--- src/hw/acm_pkg.sv ---
package acm_pkg;

    // bus geometry
    localparam int ADR_W = 8;
    localparam int DAT_W = 32;
    localparam int SEL_W = 4;

    // register byte offsets
    localparam logic [7:0] CTRL_OFF = 8'h00;
    localparam logic [7:0] VOL_OFF = 8'h04;
    localparam logic [7:0] STAT_OFF = 8'h08;

    // control word field positions
    localparam int POWER_DOWN_CTL_POS = 0;
    localparam int SILENCE_CTL_POS = 1;
    localparam int VOLUME_ENABLE_CTL_POS = 2;
    localparam int GAIN_SOURCE_SEL_POS = 3;
    localparam int HEADPHONE_CTL_POS = 4;

    // volume word field
    localparam int VOLUME_LEVEL_POS = 0;
    localparam int VOLUME_LEVEL_W = 5;

    // status word field positions
    localparam int STAT_READY_POS = 0;
    localparam int STAT_UNITY_POS = 1;
    localparam int STAT_ALERT_POS = 2;
    localparam int STAT_HP_PIN_POS = 3;
    localparam int STAT_SINGLE_ENDED_POS = 4;
    localparam int STAT_BRIDGE_POS = 5;
    localparam int STAT_SPK_MUTE_POS = 6;

    // values after reset
    localparam logic [4:0] CTRL_RESET = 5'h00;
    localparam logic [4:0] VOLUME_LEVEL_RESET = 5'h00;
    // level driven while volume control is bypassed: top step, no attenuation
    localparam logic [4:0] FIXED_GAIN_LEVEL = 5'h1f;

    // turn-on settling: linear in the reference capacitor
    localparam int CLK_PERIOD_NS = 4;
    localparam int TON_MIN_MS = 2;
    localparam int TON_MIN_CAP_NF = 10;
    localparam int TON_MAX_MS = 200;
    localparam int TON_MAX_CAP_NF = 1000;
    localparam int REF_CAP_NF_DEFAULT = 10;
    localparam int TON_NS_PER_NF = (TON_MIN_MS * 1000000) / TON_MIN_CAP_NF;
    localparam longint SETTLE_CYCLES_DEFAULT =
        (longint'(REF_CAP_NF_DEFAULT) * TON_NS_PER_NF + CLK_PERIOD_NS - 1) / CLK_PERIOD_NS;
    localparam int SETTLE_CNT_W = 32;

    // power sequencing states
    typedef enum logic [1:0] {
        PWR_OFF = 2'b00,
        PWR_SETTLE = 2'b01,
        PWR_ACTIVE = 2'b10
    } acm_pwr_t;

endpackage

--- src/hw/acm_amp_ctrl.sv ---
`timescale 1ns/100ps
module acm_amp_ctrl #(
    parameter longint unsigned SETTLE_CYCLES = acm_pkg::SETTLE_CYCLES_DEFAULT
) (
    // clock and reset
    input wire logic sys_clk_in,
    input wire logic rst_n_in,
    // wishbone slave
    input wire logic wb_cyc_in,
    input wire logic wb_stb_in,
    input wire logic wb_we_in,
    input wire logic [acm_pkg::ADR_W-1:0] wb_adr_in,
    input wire logic [acm_pkg::SEL_W-1:0] wb_sel_in,
    input wire logic [acm_pkg::DAT_W-1:0] wb_dat_in,
    output logic [acm_pkg::DAT_W-1:0] wb_dat_out,
    output logic wb_ack_out,
    // pins
    input wire logic headphone_detect_pin_in,
    input wire logic alert_level_in,
    // amplifier controls
    output logic bias_on_out,
    output logic unity_buffer_out,
    output logic amp_ready_out,
    output logic bridge_enable_out,
    output logic speaker_mute_out,
    output logic dock_mute_out,
    output logic single_ended_out,
    output logic gain_external_out,
    output logic volume_active_out,
    output logic [acm_pkg::VOLUME_LEVEL_W-1:0] volume_level_out
);

    localparam longint unsigned SETTLE_LAST_WIDE = SETTLE_CYCLES - 64'd1;
    localparam logic [acm_pkg::SETTLE_CNT_W-1:0] SETTLE_LAST =
        SETTLE_LAST_WIDE[acm_pkg::SETTLE_CNT_W-1:0];

    typedef struct packed {
        // control bits
        logic power_down_ctl;
        logic silence_ctl;
        logic volume_enable_ctl;
        logic gain_source_sel;
        logic headphone_ctl;
        logic [acm_pkg::VOLUME_LEVEL_W-1:0] volume_level;
        // power sequencing
        acm_pkg::acm_pwr_t pwr;
        logic [acm_pkg::SETTLE_CNT_W-1:0] settle_cnt;
        // bus
        logic ack;
        logic [acm_pkg::DAT_W-1:0] rdata;
        // outputs
        logic bias_on;
        logic unity_buffer;
        logic amp_ready;
        logic bridge_enable;
        logic speaker_mute;
        logic dock_mute;
        logic single_ended;
        logic gain_external;
        logic volume_active;
        logic [acm_pkg::VOLUME_LEVEL_W-1:0] volume_out;
    } acm_state_t;

    acm_state_t st_reg;
    acm_state_t st_next;

    logic hp_pin_level;
    logic alert_pin_level;

    // address match on a word offset
    function automatic logic acm_hit(input logic [acm_pkg::ADR_W-1:0] adr,
                                     input logic [acm_pkg::ADR_W-1:0] off);
        acm_hit = (adr[acm_pkg::ADR_W-1:2] == off[acm_pkg::ADR_W-1:2]);
    endfunction

    // pin synchronisers
    acm_pin_sync u_hp_sync (
        .sys_clk_in(sys_clk_in),
        .rst_n_in(rst_n_in),
        .pin_in(headphone_detect_pin_in),
        .level_out(hp_pin_level)
    );

    acm_pin_sync u_alert_sync (
        .sys_clk_in(sys_clk_in),
        .rst_n_in(rst_n_in),
        .pin_in(alert_level_in),
        .level_out(alert_pin_level)
    );

    always_comb begin
        logic req;
        logic wr_commit;
        logic alert_seen;
        logic se_mode;
        logic [acm_pkg::DAT_W-1:0] rd;
        req = 1'b0;
        wr_commit = 1'b0;
        alert_seen = 1'b0;
        se_mode = 1'b0;
        rd = '0;
        st_next = st_reg;

        // bus handshake: ack one cycle after request, dropped after one cycle
        req = wb_cyc_in && wb_stb_in;
        st_next.ack = req && !st_reg.ack;
        // write lands on the edge where the master sees ack
        wr_commit = req && st_reg.ack && wb_we_in && wb_sel_in[0];

        if (wr_commit && acm_hit(wb_adr_in, acm_pkg::CTRL_OFF)) begin
            st_next.power_down_ctl = wb_dat_in[acm_pkg::POWER_DOWN_CTL_POS];
            st_next.silence_ctl = wb_dat_in[acm_pkg::SILENCE_CTL_POS];
            st_next.volume_enable_ctl = wb_dat_in[acm_pkg::VOLUME_ENABLE_CTL_POS];
            st_next.gain_source_sel = wb_dat_in[acm_pkg::GAIN_SOURCE_SEL_POS];
            st_next.headphone_ctl = wb_dat_in[acm_pkg::HEADPHONE_CTL_POS];
        end
        if (wr_commit && acm_hit(wb_adr_in, acm_pkg::VOL_OFF)) begin
            st_next.volume_level =
                wb_dat_in[acm_pkg::VOLUME_LEVEL_POS +: acm_pkg::VOLUME_LEVEL_W];
        end

        // read data, unmapped reads as zero
        if (acm_hit(wb_adr_in, acm_pkg::CTRL_OFF)) begin
            rd[acm_pkg::POWER_DOWN_CTL_POS] = st_reg.power_down_ctl;
            rd[acm_pkg::SILENCE_CTL_POS] = st_reg.silence_ctl;
            rd[acm_pkg::VOLUME_ENABLE_CTL_POS] = st_reg.volume_enable_ctl;
            rd[acm_pkg::GAIN_SOURCE_SEL_POS] = st_reg.gain_source_sel;
            rd[acm_pkg::HEADPHONE_CTL_POS] = st_reg.headphone_ctl;
        end else if (acm_hit(wb_adr_in, acm_pkg::VOL_OFF)) begin
            rd[acm_pkg::VOLUME_LEVEL_POS +: acm_pkg::VOLUME_LEVEL_W] = st_reg.volume_level;
        end else if (acm_hit(wb_adr_in, acm_pkg::STAT_OFF)) begin
            rd[acm_pkg::STAT_READY_POS] = st_reg.amp_ready;
            rd[acm_pkg::STAT_UNITY_POS] = st_reg.unity_buffer;
            rd[acm_pkg::STAT_ALERT_POS] = alert_pin_level;
            rd[acm_pkg::STAT_HP_PIN_POS] = hp_pin_level;
            rd[acm_pkg::STAT_SINGLE_ENDED_POS] = st_reg.single_ended;
            rd[acm_pkg::STAT_BRIDGE_POS] = st_reg.bridge_enable;
            rd[acm_pkg::STAT_SPK_MUTE_POS] = st_reg.speaker_mute;
        end
        if (req && !st_reg.ack) begin
            st_next.rdata = rd;
        end else if (!req) begin
            st_next.rdata = '0;
        end

        // power sequencing
        unique case (st_reg.pwr)
            acm_pkg::PWR_OFF: begin
                st_next.settle_cnt = '0;
                if (st_reg.power_down_ctl) begin
                    st_next.pwr = acm_pkg::PWR_SETTLE;
                end
            end
            acm_pkg::PWR_SETTLE: begin
                if (!st_reg.power_down_ctl) begin
                    st_next.pwr = acm_pkg::PWR_OFF;
                    st_next.settle_cnt = '0;
                end else if (st_reg.settle_cnt == SETTLE_LAST) begin
                    st_next.pwr = acm_pkg::PWR_ACTIVE;
                    st_next.settle_cnt = '0;
                end else begin
                    st_next.settle_cnt = st_reg.settle_cnt + 1'b1;
                end
            end
            acm_pkg::PWR_ACTIVE: begin
                if (!st_reg.power_down_ctl) begin
                    st_next.pwr = acm_pkg::PWR_OFF;
                end
            end
            default: begin
                st_next.pwr = acm_pkg::PWR_OFF;
                st_next.settle_cnt = '0;
            end
        endcase

        // alert detection only meaningful with bias on
        alert_seen = alert_pin_level && (st_reg.pwr != acm_pkg::PWR_OFF);
        // pin high forces single-ended whatever the bit says
        se_mode = hp_pin_level ? 1'b1 : st_reg.headphone_ctl;

        st_next.bias_on = (st_reg.pwr != acm_pkg::PWR_OFF);
        st_next.unity_buffer = (st_reg.pwr == acm_pkg::PWR_SETTLE);
        st_next.amp_ready = (st_reg.pwr == acm_pkg::PWR_ACTIVE);
        st_next.bridge_enable = (st_reg.pwr != acm_pkg::PWR_OFF)
            && (!st_reg.silence_ctl || alert_seen);
        st_next.speaker_mute = st_reg.silence_ctl && !alert_seen;
        st_next.dock_mute = st_reg.silence_ctl;
        st_next.single_ended = se_mode;
        st_next.gain_external = st_reg.gain_source_sel;
        st_next.volume_active = st_reg.volume_enable_ctl;
        if (st_reg.volume_enable_ctl) begin
            st_next.volume_out = st_reg.volume_level;
        end else begin
            st_next.volume_out = acm_pkg::FIXED_GAIN_LEVEL;
        end
    end

    always_ff @(posedge sys_clk_in or negedge rst_n_in) begin
        if (!rst_n_in) begin
            st_reg <= '0;
            st_reg.volume_out <= acm_pkg::FIXED_GAIN_LEVEL;
        end else begin
            st_reg <= st_next;
        end
    end

    // outputs straight from flops
    assign wb_ack_out = st_reg.ack;
    assign wb_dat_out = st_reg.rdata;
    assign bias_on_out = st_reg.bias_on;
    assign unity_buffer_out = st_reg.unity_buffer;
    assign amp_ready_out = st_reg.amp_ready;
    assign bridge_enable_out = st_reg.bridge_enable;
    assign speaker_mute_out = st_reg.speaker_mute;
    assign dock_mute_out = st_reg.dock_mute;
    assign single_ended_out = st_reg.single_ended;
    assign gain_external_out = st_reg.gain_external;
    assign volume_active_out = st_reg.volume_active;
    assign volume_level_out = st_reg.volume_out;

endmodule

--- src/hw/acm_pin_sync.sv ---
`timescale 1ns/100ps
module acm_pin_sync (
    // clock and reset
    input wire logic sys_clk_in,
    input wire logic rst_n_in,
    // asynchronous pin
    input wire logic pin_in,
    // filtered level
    output logic level_out
);

    typedef struct packed {
        logic s1;
        logic s2;
        logic s3;
        logic level;
    } acm_sync_st_t;

    acm_sync_st_t st_reg;
    acm_sync_st_t st_next;

    always_comb begin
        st_next = st_reg;
        st_next.s1 = pin_in;
        st_next.s2 = st_reg.s1;
        st_next.s3 = st_reg.s2;
        // change accepted once second and third stages agree
        if (st_reg.s2 == st_reg.s3) begin
            st_next.level = st_reg.s3;
        end
    end

    always_ff @(posedge sys_clk_in or negedge rst_n_in) begin
        if (!rst_n_in) begin
            st_reg <= '0;
        end else begin
            st_reg <= st_next;
        end
    end

    assign level_out = st_reg.level;

endmodule

--- config.mk ---
export PLATFORM = sky130hd
export DESIGN_NAME = acm_amp_ctrl
export DESIGN_NICKNAME = d
export VERILOG_FILES = /design/src/hw/acm_pkg.sv /design/src/hw/acm_amp_ctrl.sv /design/src/hw/acm_pin_sync.sv
export SDC_FILE = /design/constraint.sdc
export NUM_CORES = 1
export LEC_CHECK = 0
export ABC_AREA = 1
export ABC_CLOCK_PERIOD_IN_PS = 3050
export BUFFER_PORTS_ARGS = -buffer_cell sky130_fd_sc_hd__buf_2
export CAP_MARGIN = 5
export CORE_MARGIN = 3
export CORE_UTILIZATION = 39
export CTS_CLUSTER_DIAMETER = 200
export DETAILED_ROUTE_END_ITERATION = 6
export GPL_TIMING_DRIVEN = 0
export PLACE_DENSITY = 0.63
export SLEW_MARGIN = 20
export SYNTH_ARGS = -nofsm -noshare
export SYNTH_HDL_FRONTEND = slang
export SYNTH_SLANG_ARGS = --single-unit
--- constraint.sdc ---
create_clock -name sys_clk_in -period 3.05 [get_ports sys_clk_in]
set_input_delay 0.1525 -clock sys_clk_in [delete_from_list [all_inputs] [get_ports sys_clk_in]]
set_output_delay 0.1525 -clock sys_clk_in [all_outputs]
set_load 0.03 [all_outputs]
==> impl_metrics.tcl, run 1 <==
set metrics [dict create \
    crit_family "simple AND/OR/NAND/NOR gates" \
    io_buffer_count 40 \
    worst-path-buf-inv 3 \
    slew_violations 0 \
    cp_slowest_stage_delay_ns 0.40 \
    ys_ff_latch 74 \
    hpwl_mm 7.05 \
    finalSetupViolCount 0 \
    clock.fmax_ghz 0.527 \
    cp_cell_sequence "ha_1, inv_1, nor2_2, nand3_1, nor2_1, nand2_1, nand2_4, nand2_4, inv_2, buf_6, nor2_1" \
    viasPerCell 4.63 \
    worst_pin_slew_ns 0.656 \
    dpl_worst_slack_ns 1.19 \
    clk_path_buf_depth 2 \
    largest_reg_flops 41 \
    layout_setup_ws_ns 1.15 \
    grt_antenna_before_repair 0 \
    yosysWarnings 0 \
    period_share_pct 62.2 \
    fillers 1012 \
    path_clk_slew_ns 0.08 \
    grt_start_max_net_pins 50 \
    cp_slowest_cell "dfrtp_1" \
    yosysSeqAreaShare_pct 45.8 \
    cts.sinks 74 \
    cts_resized 0 \
    crit_path_end_kind "register" \
    hold_viol 0 \
    gp_congestion 0.979 \
    mostFrequentLayoutCells "177 x nand2_1, 89 x nor2_1, 69 x dfrtp_1, 55 x inv_1, 40 x buf_2" \
    vdd_drop_max_mv 0.184 \
    synth_cell_types 33 \
    grt_pass1_vias 3381 \
    drc 0 \
    utilization_pct 48.4 \
    synth_edf_count 0 \
    dieHeight_microns 108 \
    avgSynthCellArea_sq_um 7.45 \
    synthCells 544 \
    start_util_pct 40.7 \
    rows 36 \
    via_count 3521 \
    rrSetupSlack_ns 1.15 \
    core-area_sq_mm 0.00995 \
    yosys_most_used_dff "dfrtp_1" \
    place_area_sq_mm 0.00454 \
    initialDrtViolationCount 196 \
    p_leak_uw 0.00230 \
    diodes 0 \
    area_delta_synth_final_pct 18.7 \
    top_level_ports 98 \
    grt_usage_pct 17.4 \
    power_density_mw_per_mm2 428 \
    clock_latency_ns 0.36 \
    r2r-start "st_reg[48]" \
    grt_pass1_wl_mm 16.0 \
    cp.arrival_ns 2.14 \
    worst-path-max-fanout 10 \
    dieArea_sq_mm 0.0117 \
    root_buffer "clkbuf_8" \
    firstDrtPassIters 5 \
    synth.largest_area_cell "dfrtp_1" \
    rsz0062_at_grt "false" \
    ys_async_sr_fraction_pct 100 \
    synth_top_area_share_pct 42.6 \
    drv_cap 0 \
    nNetsFinal 675 \
    yosys-top-cells-area "dfrtp_1 43%, nand2_1 16%, nor2_1 8.2%" \
    htreeDepth 3 \
    fp.dieW_microns 108 \
    final.min_clock_period_ns 1.90 \
    critPathLaunch "st_reg[48]" \
    syn_area_sq_mm 0.00405 \
    skew_ns 0.0110 \
    path_class "register to register" \
    drive_gt1_share_pct 18.8 \
    numCtsBuffers 9 \
    hold_ws_ns 0.0625 \
    wl_per_cell_microns 12.2 \
    cp-start-kind "register" \
    fin_area_sq_mm 0.00481 \
    globalRouteOverflowTotal 0 \
    cts_tree "yes" \
    hold_path_class "input port to register" \
    cp.required_ns 3.30 \
    fin_tns_setup_ns 0 \
    status "finished clean" \
    ant_nets 0 \
    layout_commonest_cell "nand2_1" \
    maxSlewHeadroom_pct 56.1 \
    hp-start "wb_dat_in[3]" \
    wl_mm 9.25 \
]
## path summary, 6_finish.rpt
check,end,depth (start not counted)
min,st_reg[84],3
min in group asynchronous,volume_active_out,2
min reg2reg,u_hp_sync.st_next[1],0
max reg2reg,st_reg[51],11
max,st_reg[51],11
max in group asynchronous,volume_level_out[0],3
## per-layer routing
metal | GRT usage, % | wire length (microns) | vias to the layer above
met5 | 0 | 0 | -
met1 | 23.9 | 4400 | 1618
met4 | 6.13 | 172 | 0
met2 | 26.8 | 4090 | 107
li1 | - | - | 1780
met3 | 4.30 | 596 | 16
## cell usage after synthesis (5+ instances only)
cell,n
buf_4,37
dfrtp_1,69
dfstp_2,5
inv_1,55
nand2_1,177
nand3_1,35
nand4_1,9
nor2_1,89
nor2_2,5
nor3_1,5
o21ai_0,13
xor2_1,9
## power by group
group,switching [uW],internal [uW]
registers,7.20,992
logic,85.2,44.4
clock network,386,548
total,479,1580
## cell families after synthesis
kind of cell	Yosys count	share of synthesized area, %
simple gates	335	35.0
buf+inv	96	12.5
flops	74	45.8
compound gates	23	3.15
xor+xnor	12	2.59
fa+ha+maj	3	0.802
other cells	1	0.0925
## timing repair
item / CTS / global route
hold buffers: 3 / 0
hold endpoints to repair: 27 / 0
setup buffers: 0 / 0
## through the flow
step	power (uW)	instances
floorplan	1100	568
global route	2150	761
finish	2060	761
CTS	2090	761
detailed placement	1150	742
global placement	1140	741
## worst min-delay path, delay by kind of cell
kind	cells	cell delay (ns)
buffers and inverters	2	0.16
AO/OA/AOI/OAI	1	0.08
## final cells by class
cell class	instances	area, sq um	area share (%)
Multi-Input combinational cell	398	1780	36.9
Clock buffer	10	128	2.65
Inverter	56	210	4.37
Tap cell	133	166	3.46
Timing Repair Buffer	44	260	5.41
Buffer	40	298	6.19
Clock inverter	6	115	2.39
Sequential cell	74	1860	38.6
No activity file was read; power rests on OpenSTA's default activity.
==> run 2: changes to the inputs <==
- ABC_CLOCK_PERIOD_IN_PS: 3050 -> 1500
- PLACE_DENSITY: 0.63 -> 0.66
- clock period: 3.05 -> 1.5 ns (I/O delays scaled with it)
==> impl_metrics.tcl, run 2 (same netlist as run 1, synthesis figures left out) <==
set metrics [dict create \
    status "complete, but fails checks" \
    failed_checks "setup timing" \
    p_leak_uw 0.00241 \
    cp.arrival_ns 1.83 \
    clock.fmax_ghz 0.634 \
    grt_pass1_wl_mm 16.6 \
    core-area_sq_mm 0.00995 \
    start_util_pct 40.7 \
    initialDrtViolationCount 286 \
    clk_path_buf_depth 2 \
    layout_commonest_cell "nand2_1" \
    diodes 0 \
    hold_viol 0 \
    cts.sinks 74 \
    vdd_drop_max_mv 0.469 \
    cp-start-kind "register" \
    viasPerCell 4.68 \
    crit_path_end_kind "register" \
    maxSlewHeadroom_pct 65.7 \
    wl_mm 9.95 \
    cts_tree "yes" \
    dieHeight_microns 108 \
    final.min_clock_period_ns 1.58 \
    root_buffer "clkbuf_8" \
    hold_ws_ns 0.0467 \
    finalSetupViolCount 19 \
    skew_ns 0.0142 \
    io_buffer_count 40 \
    grt_antenna_before_repair 0 \
    drive_gt1_share_pct 29.9 \
    period_share_pct 105 \
    drv_cap 0 \
    area_delta_synth_final_pct 29.2 \
    power_density_mw_per_mm2 749 \
    fp.dieW_microns 108 \
    largest_reg_flops 41 \
    path_clk_slew_ns 0.09 \
    grt_start_max_net_pins 59 \
    mostFrequentLayoutCells "171 x nand2_1, 61 x nor2_1, 59 x dfrtp_1, 56 x buf_4, 49 x inv_1" \
    clock_latency_ns 0.37 \
    dp_cells 742 \
    path_class "register to register" \
    numCtsBuffers 9 \
    gp_congestion 0.905 \
    htreeDepth 3 \
    multi_input_area_sq_mm 0.00202 \
    top_level_ports 98 \
    rsz0062_at_grt "true" \
    nNetsFinal 700 \
    wl_per_cell_microns 12.7 \
    grt_pass1_vias 3405 \
    grt_usage_pct 18.1 \
    firstDrtPassIters 5 \
    fillers 939 \
    via_count 3680 \
    worst_pin_slew_ns 0.512 \
    slew_violations 0 \
    layout_setup_ws_ns -0.0778 \
    drc 0 \
    dieArea_sq_mm 0.0117 \
    seq_area_sq_mm 0.00187 \
    ant_nets 0 \
    hold_path_class "input port to register" \
    rows 36 \
    globalRouteOverflowTotal 0 \
    utilization_pct 52.6 \
    cp.required_ns 1.76 \
    final_cells 786 \
    hpwl_mm 7.01 \
    worst-path-max-fanout 5 \
]
[run 2: path summary, 6_finish.rpt]
check,from,to,slack [ns],cells after the start
min in group asynchronous,rst_n_in,st_reg[76],0.12,2
worst max register to register,st_reg[48],st_reg[50],-0.08,11
worst max-delay path,st_reg[48],st_reg[50],-0.08,11
worst min-delay path,wb_stb_in,wb_ack_out,0.05,3
worst min register to register,u_alert_sync.st_next[2],u_alert_sync.st_next[1],0.34,0
max in group asynchronous,rst_n_in,volume_level_out[1],0.77,3
[run 2: metal layers]
metal  vias to the layer above  global-route usage (%)  wire [microns]
met1                      1699                    25.3            4480
met4                         0                    5.50             181
met3                        17                    4.00             730
li1                       1841                       -               -
met5                         -                       0               0
met2                       123                    28.3            4560
[run 2: what timing repair did]
| action | in CTS | in global routing |
|---|---|---|
| hold buffers | 8 | 0 |
| cloned | 2 | 0 |
| setup endpoints to repair | 28 | 33 |
| gates resized for setup | 28 | 56 |
| hold endpoints to repair | 80 | 0 |
| pin swaps | 7 | 11 |
| setup buffers | 9 | 9 |
[run 2: per-stage QoR]
step	power, uW	instance area (sq um)	setup WS (ns)	setup TNS, ns
after global placement	2320	4510	-0.304	-11.30
after CTS	3950	5010	-0.0780	-1.10
final	3920	5240	-0.0778	-1.01
after floorplan	2240	4150	0.0109	0
after global routing	4060	5240	-0.169	-3.21
after detailed placement	2330	4540	-0.336	-5.40
[run 2: report_power, final]
part           internal (uW)  total (uW)  leakage [uW]  switching [uW]
sequential              2020        2030      0.000978            14.5
clock                    782        1620     0.0000966             833
combinational           98.8         274       0.00133             176
[run 2: layout make-up]
class,count,share of cell area (%)
Clock inverter,7,1.46
Sequential cell,74,35.7
Tap cell,133,3.18
Clock buffer,9,2.37
Timing Repair Buffer,68,8.79
Inverter,56,4.20
Multi-Input combinational cell,399,38.5
Buffer,40,5.78
[run 2: critical path, cell delays in order, from the launching register on]
cell and delay, ns:
dfrtp_1 0.40, ha_4 0.19, inv_4 0.04, nor2_4 0.09
nand3_2 0.09, nor2_4 0.12, nand2_2 0.08, nand2_4 0.10
nand2_8 0.08, inv_8 0.08, buf_8 0.13, nor2_1 0.04
